## src/instr_decode_pkg.sv

```systemverilog
// shared constants and types for the instruction word decoder
package instr_decode_pkg;
	// word geometry
	localparam int WORD_W   = 24;           // program word width
	localparam int OPC_W    = 8;            // opcode field width
	localparam int OPC_LSB  = 16;           // opcode sits in the top byte
	localparam int OPND_W   = 16;           // operand area below the opcode
	localparam logic [7:0] OPC_NOP = 8'h00; // all-zero top byte

	// opcode groups, taken from the upper nibble of the opcode
	localparam logic [3:0] GRP_NOP    = 4'h0;
	localparam logic [3:0] GRP_WORKING_REG_ZERO   = 4'h1;
	localparam logic [3:0] GRP_FILE   = 4'h2;
	localparam logic [3:0] GRP_BIT    = 4'h3;
	localparam logic [3:0] GRP_LIT    = 4'h4;
	localparam logic [3:0] GRP_MAC    = 4'h5;
	localparam logic [3:0] GRP_DSP    = 4'h6;
	localparam logic [3:0] GRP_BRANCH = 4'h7;
	localparam logic [3:0] GRP_SKIP   = 4'h8;
	localparam logic [3:0] GRP_JUMP   = 4'h9;
	localparam logic [3:0] GRP_TBLRD  = 4'ha;
	localparam logic [3:0] GRP_DJUMP  = 4'hb;
	localparam logic [3:0] GRP_DCALL  = 4'hc;
	localparam logic [3:0] GRP_DMOVE  = 4'hd;

	// operand field positions (low bit of each field in the operand area)
	localparam int F_SRC_REG = 0, F_SRC_MODE = 4, F_DST_REG = 7, F_DST_MODE = 11, F_BYTE = 15;
	localparam int F_FADDR = 0, F_FADDR_W = 13, F_WORKING_REG_ZERO_DST = 13;
	localparam int F_BIT_BASE = 7, F_BIT_FROM_REG = 11, F_BIT_LIT = 12;
	localparam int F_LIT = 0, F_LIT_W = 10, F_LDST_REG = 10, F_LDST_MODE = 14;
	localparam int F_PAIR = 0, F_XPF = 3, F_YPF = 7, F_XD = 11, F_YD = 13;
	localparam int F_SHIFT_FROM_REG = 7, F_SHIFT = 8, F_SHIFT_W = 6;
	localparam int F_AWB = 1;               // opcode bits holding the write-back code

	// accumulator write-back codes
	localparam logic [1:0] AWB_NONE    = 2'h0;
	localparam logic [1:0] AWB_DIRECT  = 2'h1; // result into the write-back register
	localparam logic [1:0] AWB_POSTINC = 2'h2; // result to memory it points at, then +2
	localparam logic [3:0] AWB_REG     = 4'hd; // working register 13
	localparam logic [3:0] AWB_STEP    = 4'h2; // post-increment amount
	localparam logic [3:0] MULT_BASE   = 4'h4; // multiply pairs use registers 4..7
	localparam logic [2:0] PAIR_LAST   = 3'h5; // six legal pair codes

	// decoded instruction classes
	typedef enum logic [3:0] {
		CL_NOP, CL_WORKING_REG_ZERO, CL_FILE, CL_BIT, CL_LIT, CL_MAC, CL_DSP, CL_BRANCH,
		CL_SKIP, CL_JUMP, CL_TBLRD, CL_DJUMP, CL_DCALL, CL_DMOVE
	} instr_class_t;

	// sequencer states
	typedef enum logic [2:0] {ST_DECODE, ST_SECOND, ST_STALL, ST_FLUSH, ST_FLUSH_TAIL} seq_state_t;
endpackage : instr_decode_pkg

```

## src/instr_decoder.sv

```systemverilog
// instruction word decoder with cycle sequencing for the 24-bit core
// Contract
// - 24-bit word, 8-bit opcode plus operands
// - only three instructions use two words
// - orphan second word (zero top) runs NOP
// - double-word instructions take two cycles
// - taken test, PC change, table read: extra
// - extra cycles are side-effect-free NOPs
// - taken skip: two or three cycles
// - double-word moves take two cycles
// - register ops: base, source, destination operands
// - file ops: address, file or register zero
// - bit number from literal or base register
// - literal ops write only to distinct destination
// - MAC: accumulator, pair, prefetches, write-back
// - other DSP: accumulator, operand, shift amount
// - write-back: register 13 or [13]+=2
// - multiply pairs: two distinct registers from 4..7
`timescale 1ns/10ps
module instr_decoder
	import instr_decode_pkg::*;
(
	input  wire logic                         clk,                       // core instruction clock
	input  wire logic                         rst,                       // async reset, active high
	input  wire logic                         instr_valid,               // fetch offers a word
	input  wire logic [instr_decode_pkg::WORD_W-1:0] instr_word,         // fetched program word
	input  wire logic                         cond_true,                 // condition of offered word holds
	input  wire logic                         program_space_visibility_read, // operand hits program space
	output logic                              instr_ready,               // a word can be taken this cycle
	output logic                              exec_valid,                // one instruction executes
	output logic                              nop_cycle,                 // an empty cycle was spent
	output instr_decode_pkg::instr_class_t    instr_class,               // class of executing instruction
	output logic [instr_decode_pkg::OPC_W-1:0] opcode,                   // opcode byte
	output logic [3:0]                        base_operand_reg,          // first source register
	output logic [3:0]                        source_operand_reg,        // second source register
	output logic [2:0]                        source_mode,               // source address modifier
	output logic [3:0]                        dest_operand_reg,          // destination register
	output logic [2:0]                        dest_mode,                 // destination address modifier
	output logic                              byte_mode,                 // byte rather than word
	output logic [12:0]                       file_addr,                 // file register address
	output logic                              dest_is_working_reg_zero,  // file result to register zero
	output logic [3:0]                        bit_select,                // literal bit number
	output logic                              bit_from_base_reg,         // bit number held in base reg
	output logic [15:0]                       literal_value,             // literal operand
	output logic                              write_result,              // literal result is written
	output logic                              accum_sel,                 // 0 selects A, 1 selects B
	output logic [3:0]                        mult_reg_x,                // first multiply register
	output logic [3:0]                        mult_reg_y,                // second multiply register
	output logic                              mult_pair_bad,             // pair code out of range
	output logic [3:0]                        x_prefetch,                // X prefetch address code
	output logic [3:0]                        y_prefetch,                // Y prefetch address code
	output logic [3:0]                        x_dest_reg,                // X prefetch destination
	output logic [3:0]                        y_dest_reg,                // Y prefetch destination
	output logic [1:0]                        accum_writeback_dest,      // write-back code
	output logic [3:0]                        awb_reg,                   // write-back register number
	output logic [3:0]                        awb_step,                  // write-back post-increment
	output logic                              shift_from_reg,            // shift held in a register
	output logic [3:0]                        shift_amount_reg,          // register giving the shift
	output logic [5:0]                        shift_literal,             // signed literal shift
	output logic [15:0]                       second_word                // operand word of double
);
	import instr_decode_pkg::*;

	seq_state_t   state_reg, state_next;       // sequencer state
	logic         exec_next, nop_next;         // pulse next values
	instr_class_t cls_in;                      // class of offered word
	logic         take;                        // word handshake
	logic [7:0]   opc_in;                      // top byte of offered word
	logic [15:0]  opnd;                        // operand area of offered word
	logic         is_double;                   // offered word opens a double

	// classify by opcode group; unknown groups decode as NOP
	function automatic instr_class_t classify(input logic [7:0] op);
		instr_class_t c;
		c = CL_NOP;
		if (op == OPC_NOP) c = CL_NOP;
		else if (op[7:4] == GRP_WORKING_REG_ZERO) c = CL_WORKING_REG_ZERO;
		else if (op[7:4] == GRP_FILE) c = CL_FILE;
		else if (op[7:4] == GRP_BIT) c = CL_BIT;
		else if (op[7:4] == GRP_LIT) c = CL_LIT;
		else if (op[7:4] == GRP_MAC) c = CL_MAC;
		else if (op[7:4] == GRP_DSP) c = CL_DSP;
		else if (op[7:4] == GRP_BRANCH) c = CL_BRANCH;
		else if (op[7:4] == GRP_SKIP) c = CL_SKIP;
		else if (op[7:4] == GRP_JUMP) c = CL_JUMP;
		else if (op[7:4] == GRP_TBLRD) c = CL_TBLRD;
		else if (op[7:4] == GRP_DJUMP) c = CL_DJUMP;
		else if (op[7:4] == GRP_DCALL) c = CL_DCALL;
		else if (op[7:4] == GRP_DMOVE) c = CL_DMOVE;
		return c;
	endfunction : classify

	// exactly three classes span two words
	function automatic logic two_words(input instr_class_t c);
		return (c == CL_DJUMP) || (c == CL_DCALL) || (c == CL_DMOVE);
	endfunction : two_words

	// split the word; the opcode always comes from the top byte
	assign opc_in      = instr_word[OPC_LSB +: OPC_W];
	assign opnd        = instr_word[OPND_W-1:0];
	assign cls_in      = classify(opc_in);
	assign is_double   = two_words(cls_in);
	assign instr_ready = (state_reg != ST_STALL); // stall cycles accept nothing
	assign take        = instr_valid && instr_ready;
	assign awb_reg     = AWB_REG;
	assign awb_step    = AWB_STEP;

	// sequencer next state and the execute / empty-cycle pulses
	always_comb begin
		state_next = state_reg;
		exec_next  = 1'b0;
		nop_next   = 1'b0;
		case (state_reg)
			ST_DECODE: begin
				if (take) begin
					if (is_double) begin
						state_next = ST_SECOND;
					end else if (cls_in == CL_NOP) begin
						nop_next = 1'b1;
					end else begin
						exec_next = 1'b1;
						if (cls_in == CL_SKIP && cond_true) begin
							state_next = ST_FLUSH;
						end else if ((cls_in == CL_BRANCH && cond_true) || cls_in == CL_JUMP ||
							cls_in == CL_TBLRD || program_space_visibility_read) begin
							state_next = ST_STALL;
						end
					end
				end
			end
			ST_SECOND: begin
				if (take) begin
					exec_next  = 1'b1;
					state_next = ST_DECODE;
				end
			end
			ST_STALL: begin
				nop_next   = 1'b1;
				state_next = ST_DECODE;
			end
			ST_FLUSH: begin
				// skipped word is swallowed; a double needs its tail swallowed too
				if (take) begin
					nop_next   = 1'b1;
					state_next = is_double ? ST_FLUSH_TAIL : ST_DECODE;
				end
			end
			ST_FLUSH_TAIL: begin
				if (take) begin
					nop_next   = 1'b1;
					state_next = ST_DECODE;
				end
			end
			default: state_next = ST_DECODE;
		endcase
	end

	// sequencer registers
	always_ff @(posedge clk or posedge rst) begin
		if (rst) begin
			state_reg  <= ST_DECODE;
			exec_valid <= 1'b0;
			nop_cycle  <= 1'b0;
		end else begin
			state_reg  <= state_next;
			exec_valid <= exec_next;
			nop_cycle  <= nop_next;
		end
	end

	// operand field next values
	instr_class_t cls_next;
	logic [7:0]   opc_next;
	logic [3:0]   base_next, src_next, dst_next, bitsel_next, mx_next, my_next;
	logic [3:0]   xpf_next, ypf_next, xd_next, yd_next, shreg_next;
	logic [2:0]   smode_next, dmode_next;
	logic [12:0]  faddr_next;
	logic [15:0]  lit_next, second_next;
	logic [1:0]   awb_next;
	logic [5:0]   shlit_next;
	logic         byte_next, wz_next, bfr_next, wr_next, acc_next, bad_next, sfr_next;

	// a stalled or swallowed word leaves the fields alone, so NOP cycles change nothing
	always_comb begin
		// enum kept out of concatenations so the assignment stays type-safe
		cls_next = instr_class;
		opc_next = opcode;
		{base_next, src_next, dst_next, bitsel_next} = {base_operand_reg, source_operand_reg,
			dest_operand_reg, bit_select};
		{mx_next, my_next, xpf_next, ypf_next} = {mult_reg_x, mult_reg_y, x_prefetch, y_prefetch};
		{xd_next, yd_next, shreg_next} = {x_dest_reg, y_dest_reg, shift_amount_reg};
		{smode_next, dmode_next, faddr_next} = {source_mode, dest_mode, file_addr};
		{lit_next, second_next, awb_next, shlit_next} = {literal_value, second_word,
			accum_writeback_dest, shift_literal};
		{byte_next, wz_next, bfr_next, wr_next} = {byte_mode, dest_is_working_reg_zero,
			bit_from_base_reg, write_result};
		{acc_next, bad_next, sfr_next} = {accum_sel, mult_pair_bad, shift_from_reg};
		if (take && state_reg == ST_SECOND) begin
			second_next = opnd; // top byte of this word is zero by construction
		end else if (take && state_reg == ST_DECODE && cls_in != CL_NOP) begin
			cls_next   = cls_in;
			opc_next   = opc_in;
			base_next  = opc_in[3:0];
			src_next   = opnd[F_SRC_REG +: 4];
			smode_next = opnd[F_SRC_MODE +: 3];
			dst_next   = opnd[F_DST_REG +: 4];
			dmode_next = opnd[F_DST_MODE +: 3];
			byte_next  = opnd[F_BYTE];
			faddr_next = opnd[F_FADDR +: F_FADDR_W];
			wz_next    = opnd[F_WORKING_REG_ZERO_DST];
			bfr_next   = opnd[F_BIT_FROM_REG];
			bitsel_next = opnd[F_BIT_LIT +: 4];
			lit_next   = 16'(opnd[F_LIT +: F_LIT_W]);
			wr_next    = 1'b1;
			acc_next   = opc_in[0];
			mx_next    = 4'h0;
			my_next    = 4'h0;
			bad_next   = 1'b0;
			xpf_next   = opnd[F_XPF +: 4];
			ypf_next   = opnd[F_YPF +: 4];
			xd_next    = MULT_BASE | 4'(opnd[F_XD +: 2]);
			yd_next    = MULT_BASE | 4'(opnd[F_YD +: 2]);
			awb_next   = opc_in[F_AWB +: 2];
			sfr_next   = opnd[F_SHIFT_FROM_REG];
			shreg_next = opnd[F_SHIFT +: 4];
			shlit_next = opnd[F_SHIFT +: F_SHIFT_W];
			case (cls_in)
				CL_BIT: begin
					// file form carries the bit number in the opcode, never in a register
					if (opc_in[3]) begin
						bitsel_next = opc_in[3:0] & 4'h7;
						bfr_next    = 1'b0;
					end else begin
						base_next = opnd[F_BIT_BASE +: 4];
					end
				end
				CL_LIT: begin
					dst_next   = opnd[F_LDST_REG +: 4];
					dmode_next = {1'b0, opnd[F_LDST_MODE +: 2]};
					// same register, no modifier: the base already is the destination
					wr_next    = (opnd[F_LDST_REG +: 4] != opc_in[3:0]) ||
						(opnd[F_LDST_MODE +: 2] != 2'h0);
				end
				CL_MAC: begin
					// codes 0..5 map to 4*5,4*6,4*7,5*6,5*7,6*7
					bad_next = opnd[F_PAIR +: 3] > PAIR_LAST;
					case (opnd[F_PAIR +: 3])
						3'h0: begin mx_next = 4'h4; my_next = 4'h5; end
						3'h1: begin mx_next = 4'h4; my_next = 4'h6; end
						3'h2: begin mx_next = 4'h4; my_next = 4'h7; end
						3'h3: begin mx_next = 4'h5; my_next = 4'h6; end
						3'h4: begin mx_next = 4'h5; my_next = 4'h7; end
						3'h5: begin mx_next = 4'h6; my_next = 4'h7; end
						default: begin mx_next = 4'h0; my_next = 4'h0; end
					endcase
					if (opc_in[F_AWB +: 2] == 2'h3) awb_next = AWB_NONE; // unused code writes nothing
				end
				default: ;
			endcase
		end
	end

	// operand field registers
	always_ff @(posedge clk or posedge rst) begin
		if (rst) begin
			instr_class <= CL_NOP;
			opcode      <= OPC_NOP;
			{base_operand_reg, source_operand_reg, dest_operand_reg, bit_select} <= 16'h0000;
			{mult_reg_x, mult_reg_y, x_prefetch, y_prefetch} <= 16'h0000;
			{x_dest_reg, y_dest_reg, shift_amount_reg} <= 12'h000;
			{source_mode, dest_mode, file_addr} <= 19'h00000;
			{literal_value, second_word, accum_writeback_dest, shift_literal} <= 40'h0000000000;
			{byte_mode, dest_is_working_reg_zero, bit_from_base_reg, write_result} <= 4'h0;
			{accum_sel, mult_pair_bad, shift_from_reg} <= 3'h0;
		end else begin
			instr_class <= cls_next;
			opcode      <= opc_next;
			{base_operand_reg, source_operand_reg, dest_operand_reg, bit_select} <=
				{base_next, src_next, dst_next, bitsel_next};
			{mult_reg_x, mult_reg_y, x_prefetch, y_prefetch} <= {mx_next, my_next, xpf_next, ypf_next};
			{x_dest_reg, y_dest_reg, shift_amount_reg} <= {xd_next, yd_next, shreg_next};
			{source_mode, dest_mode, file_addr} <= {smode_next, dmode_next, faddr_next};
			{literal_value, second_word, accum_writeback_dest, shift_literal} <=
				{lit_next, second_next, awb_next, shlit_next};
			{byte_mode, dest_is_working_reg_zero, bit_from_base_reg, write_result} <=
				{byte_next, wz_next, bfr_next, wr_next};
			{accum_sel, mult_pair_bad, shift_from_reg} <= {acc_next, bad_next, sfr_next};
		end
	end
endmodule : instr_decoder

```

## config.mk

```make
export PLATFORM = sky130hd
export DESIGN_NAME = instr_decoder
export DESIGN_NICKNAME = d
export VERILOG_FILES = /design/src/instr_decode_pkg.sv /design/src/instr_decoder.sv
export SDC_FILE = /design/constraint.sdc
export NUM_CORES = 1
export LEC_CHECK = 0
export BUFFER_PORTS_ARGS = -buffer_cell sky130_fd_sc_hd__buf_2
export CAP_MARGIN = 20
export CORE_ASPECT_RATIO = 1.4
export CORE_MARGIN = 8
export CORE_UTILIZATION = 43
export DETAILED_ROUTE_END_ITERATION = 10
export GPL_TIMING_DRIVEN = 0
export PLACE_DENSITY = 0.78
export SLEW_MARGIN = 20
export SYNTH_ARGS = -nofsm -noshare
export SYNTH_HDL_FRONTEND = slang
export SYNTH_SLANG_ARGS = --single-unit
```

## constraint.sdc

```tcl
create_clock -name clk -period 2.3 [get_ports clk]
set_input_delay 0.345 -clock clk [delete_from_list [all_inputs] [get_ports clk]]
set_output_delay 0.345 -clock clk [all_outputs]
set_load 0.1 [all_outputs]
```

==> summary.txt, run 1 <==
grt total ovfl: 0
CTS tree: done
first-pass GRT wire length: 15,800 µm
Synth area leader: dfrtp_1
Max Cap Viol: 0
Synth Area in Compound Gates: 5.79%
core area: 0.00856 mm²
area of the multi-input gates: 0.00139 mm²
CTS root buf: clkbuf_16
synthesized instance count: 322
failing checks: hold timing
Worst Setup Path Type: reg2reg
final setup vio count: 0
Max clock buf depth: 2
Distinct cells, synth: 40
Simple-Gate Fraction of Synth Area: 9.60%
reg-to-reg slack, setup: 0.31 ns
largest net degree at the start of global routing: 51
CTS Hold Buffers Added: 0
CTS Buf Count: 9
worst skew pair latency: 0.33 ns
DRT iter0 DRCs: 82
mapped cell area: 0.00378 mm²
DR WL/cell: 16.8 µm
EDFF count, synth: 0
Arr. time, crit path: 2.20 ns
Placed Cells: 586
gpl congestion: 0.801
die area: 0.0121 mm²
Post-DRT Antenna Nets: 0
R2R depth: 4
Final Skew: 0.00317 ns
Mean Syn Cell Area: 11.7 µm²
max reg flops: 16
Worst EP required: 2.51 ns
fraction of registers with async set/reset: 100%
fill count: 745
top cell type's share of synthesized area: 50.3%
fin. max-slew vios: 0
IO buf count: 142
Synth Area in XOR/XNOR: 0.927%
final worst-path cycle share: 86.6%
setup bufs post-CTS: 0
Die X: 95.2 µm
Fin. Hold Viols: 2
number of global-route vias before repair: 3,017
dominant synthesized flop cell: dfrtp_1
Avg Vias per Cell: 4.68
Setup crit end kind: flop
ratio of cells with drive above 1 in the final layout: 55.4%
num rows: 40
#FFs+latches synth: 76
Vias: 2,810
Starting Density: 44.2%
Critical Path Source Type: flop
drc violations: 0
Routed WL: 10,100 µm
number of I/O pins: 162
fin crit period: 1.99 ns
Worst Max-Slew Pin Slew: 0.755 ns
Post-Synth Adder-Cell Area: 0%
final setup TNS: 0 ns
Reg area: 0.00190 mm²
Pre-antenna DRT Iters: 4
placed wire-length estimate: 7880 µm
post-CTS resize count: 0
status: finished with violations
main combinational cell family by area after synthesis: multiplexers
unrepaired setup endpoints after global routing: no
CTS H-Tree Depth: 3
TritonCTS Sinks: 76
initial antenna violation count: 0
worst r2r src: state_reg[0]$_DFFE_PP0P_
worst flop-to-flop path endpoint: second_word[11]$_DFFE_PP0P_
mux cell area share after synthesis: 18.6%
area grow syn2layout: 31.8%
YS warnings: 0
Overall Global Routing Usage: 16.8%
Chip Height: 127 µm
sequential area share after synthesis: 50.3%
Final Net Count: 521
synth top area cells: dfrtp_1 (50%), buf_4 (12%), mux2_4 (9.5%)
ANT cells: 0
worst hold path class: in2async
Max Fclk: 502 MHz
final cell count without fillers: 601
peak fanout along the critical path: 10
Max-slew headroom: 49.4%
hold slack: -0.00422 ns
Worst-path clk slew: 0.05 ns
-- final cells by class --
| class | count | area share (%) |
|---|---|---|
| plain buffers | 74 | 10.9 |
| clock buffers | 13 | 5.22 |
| clock inverters | 2 | 0.201 |
| inverters | 2 | 0.201 |
| multi-input cells | 186 | 27.9 |
| flip-flops and latches | 76 | 38.2 |
| well taps | 105 | 2.64 |
| repair buffers | 143 | 14.8 |
-- metal layers --
metal,wire (µm),track usage (%),vias up
li1,-,-,1351
met1,3750,17.7,1369
met2,5510,30.7,75
met3,622,3.78,15
met4,206,7.10,0
met5,0,0,-
-- layout by cell type, fill, tap and decap left out, drive strengths merged, types with 2 or more instances in the layout --
cell / count
buf: 214
dfrtp: 76
mux2: 42
nand2: 38
o21ai: 27
conb: 18
clkbuf: 16
mux2i: 14
nand2b: 8
nor2b: 3
nor2: 3
o31ai: 3
a21oi: 3
xnor2: 3
nor4: 2
nand3: 2
a21o: 2
clkinv: 2
nor3: 2
nor3b: 2
and4bb: 2
inv: 2
-- worst max path at each step --
| stage | start | endpoint | cells past startpoint |
|---|---|---|---|
| final | state_reg[0]$_DFFE_PP0P_ | second_word[11]$_DFFE_PP0P_ | 4 |
| after global routing | state_reg[0]$_DFFE_PP0P_ | second_word[11]$_DFFE_PP0P_ | 4 |
| after CTS | state_reg[0]$_DFFE_PP0P_ | second_word[11]$_DFFE_PP0P_ | 4 |
| after detailed placement | instr_valid | second_word[11]$_DFFE_PP0P_ | 5 |
| after global placement | rst | state_reg[0]$_DFFE_PP0P_ | 2 |
| after floorplan | rst | accum_writeback_dest[0]$_DFFE_PP0P_ | 1 |
-- cells in the mapped netlist, types with 2 or more instances --
library cell / n
o21ai_0: 27
nor4_1: 2
mux2_2: 18
xnor2_1: 3
dfrtp_1: 76
a21o_1: 2
nand2_1: 38
buf_4: 61
nand3_1: 2
clkbuf_1: 3
conb_1: 2
nor2_1: 3
mux2i_1: 14
buf_2: 5
nand2b_1: 8
o31ai_1: 3
mux2_4: 24
a21oi_1: 3
nor2b_1: 3
inv_1: 2
buf_6: 4
-- kinds of logic after synthesis --
kind of cell,after synthesis
muxes,56
other,2
AOI/OAI and AO/OA,39
and+or+nand+nor,69
buffers and inverters,76
DFF,76
xor gates and xnor gates,4
-- critical path: stages (launching register included) --
cell and delay, ns:
dfrtp_1 0.41, nand2_1 0.11, nor3_2 0.58, buf_2 0.40, mux2_2 0.38
-- stage by stage --
stage          hold slack, ns  utilization, %  cell area [µm²]  worst slack, ns
5_1_grt                0.0297            58.2             4980            0.167
2_1_floorplan           0.464               -             3840           0.0167
4_1_cts               0.00489            58.2             4980            0.246
3_5_place_dp            0.355            55.1             4710            0.223
3_3_place_gp            0.458            54.7             4680           -0.808
6_report             -0.00422            58.2             4980            0.308
Power of run 1 is left out: the tool's default activity adds up to more than one toggle a clock period on the data nets, which glitch-free logic cannot reach.
==> run 2, diff against run 1 <==
- RECOVER_POWER: not set -> 25
- SETUP_SLACK_MARGIN: not set -> 0.02
==> run 2 against run 1 <==
  * The run now ends clean
  * Worst setup slack got worse by 0.090 ns
  * Sequential cell count unchanged
  * Maximum frequency decreased by 4.3%
  * First-iteration DRC count increased by 2.4%
==> summary.txt, run 2 (same netlist as run 1, synthesis figures left out) <==
status: complete, no violations
CP delay by family, top: simple AND/OR/NAND/NOR gates
Routed WL: 10,300 µm (+2.1%)
core area: 0.00856 mm² (unchanged)
drc violations: 0 (unchanged)
Max Fclk: 480 MHz (-4.3%)
CP bufs+invs: 1 (unchanged)
Worst-path clk slew: 0.06 ns (about the same)
Final Skew: 0.00391 ns (+0.000742 ns)
area grow syn2layout: 32.0%
Arr. time, crit path: 2.30 ns (+0.10 ns)
initial antenna violation count: 0 (unchanged)
Worst Max-Slew Pin Slew: 1.25 ns (+0.498 ns)
Finished Core Util: 58.3% (+0.088 points)
Final Net Count: 522 (+0.19%)
Vias: 2,861 (+1.8%)
CTS tree: done
placed wire-length estimate: 8040 µm (+2.0%)
gpl congestion: 0.804 (+0.29%)
Avg Vias per Cell: 4.75 (+1.6%)
CTS Hold Buffers Added: 0 (unchanged)
CTS root buf: clkbuf_16
DRT iter0 DRCs: 84 (+2.4%)
first-pass GRT wire length: 16,300 µm (+3.6%)
TritonCTS Sinks: 76 (unchanged)
Critical Path Slowest Stage Cell: nor3_2
Max Cap Viol: 0 (unchanged)
CTS Buf Count: 9 (unchanged)
Die X: 95.2 µm (unchanged)
grt total ovfl: 0 (unchanged)
setup bufs post-CTS: 0 (unchanged)
Worst EP required: 2.51 ns (about the same)
setup ws final: 0.218 ns (-0.0898 ns)
die area: 0.0121 mm² (unchanged)
IO buf count: 142 (unchanged)
max incr delay on CP: 0.62 ns (+0.04 ns)
Chip Height: 127 µm (unchanged)
Max-slew headroom: 16.5% (-33 points)
fill count: 747 (+0.27%)
final setup vio count: 0 (unchanged)
Overall Global Routing Usage: 17.8% (+0.94 points)
DR WL/cell: 17.1 µm (+1.9%)
Max clock buf depth: 2 (unchanged)
number of I/O pins: 162 (unchanged)
CP Cell Sequence: nand2_1 > nor3_2 > buf_2 > mux2_2
worst hold path class: in2async
max reg flops: 16 (unchanged)
ratio of cells with drive above 1 in the final layout: 55.5% (+0.090 points)
Starting Density: 44.2% (unchanged)
fin. max-slew vios: 0 (unchanged)
peak fanout along the critical path: 10 (unchanged)
number of global-route vias before repair: 3,004 (-0.43%)
final worst-path cycle share: 90.5% (+3.9 points)
Worst Setup Path Type: reg2reg
CTS H-Tree Depth: 3 (unchanged)
Critical Path Source Type: flop
post-CTS resize count: 0 (unchanged)
pre-CTS worst setup slack: 0.212 ns (-0.0113 ns)
ANT cells: 0 (unchanged)
unrepaired setup endpoints after global routing: no
worst skew pair latency: 0.33 ns (about the same)
most frequent cells in the layout: buf_2 (147), dfrtp_1 (76), buf_4 (61), nand2_1 (38), o21ai_0 (27)
final setup TNS: 0 ns (unchanged)
num rows: 40 (unchanged)
fin crit period: 2.08 ns (+0.0898 ns)
leading cell type in the layout, fill and taps excluded: buf_2
largest net degree at the start of global routing: 34 (-33%)
Pre-antenna DRT Iters: 6 (+2)
Fin. Hold Viols: 0 (-2)
Setup crit end kind: flop
Post-DRT Antenna Nets: 0 (unchanged)
-- run 2: cell types whose count changed in the layout (fill, tap and decap cells not counted), sizes merged --
cell / delta
clkbuf: +2
buf: -1
clkinv: -1
clkinvlp: +1
dlymetal6s4s: +1
inv: -1
-- run 2: per-layer routing --
metal	track usage (%)	vias to the layer above	wire length, µm
met1	19.2	1394	3780
met2	31.3	91	5620
met3	3.84	17	640
met5	0	-	0
li1	-	1359	-
met4	8.86	0	260
-- run 2: worst register-to-register path, cell delays in order, from the launching register on --
cell,delay (ns)
dfrtp_1,0.43
nand2_1,0.12
nor3_2,0.62
buf_2,0.41
mux2_2,0.38
-- run 2: path summary, 6_finish.rpt --
check                                               startpoint                             endpoint  slack [ns]  cells past startpoint
min in group clk                                 instr_word[6]             file_addr[6]$_DFFE_PP0P_        0.26                      2
max                                   state_reg[0]$_DFFE_PP0P_           second_word[0]$_DFFE_PP0P_        0.22                      4
min                                                        rst                opcode[1]$_DFFE_PP0P_        0.08                      2
max in group asynchronous                                  rst                opcode[6]$_DFFE_PP0P_        0.57                      3
min reg2reg                accum_writeback_dest[0]$_DFFE_PP0P_  accum_writeback_dest[0]$_DFFE_PP0P_        0.48                      2
max reg2reg                           state_reg[0]$_DFFE_PP0P_           second_word[0]$_DFFE_PP0P_        0.22                      4
-- run 2: layout make-up --
cell class,instances,area (µm²),share of cell area (%)
sequential,76,1900,38.1
multi-input combinational,186,1390,27.8
timing repair buffer,144,728,14.6
buffer,74,543,10.9
clock buffer,14,284,5.69
tap,105,131,2.63
inverter,2,8.76,0.176
clock inverter,1,5.00,0.100
-- run 2: stage by stage --
step	cell area [µm²]	hold WS [ns]	instances
global placement	4690	0.457	585
floorplan	3840	0.464	338
finish	4990	0.0770	602
detailed placement	4730	0.376	587
CTS	5010	0.0142	602
global route	4990	0.138	602
Power of run 2 is left out for the same reason.
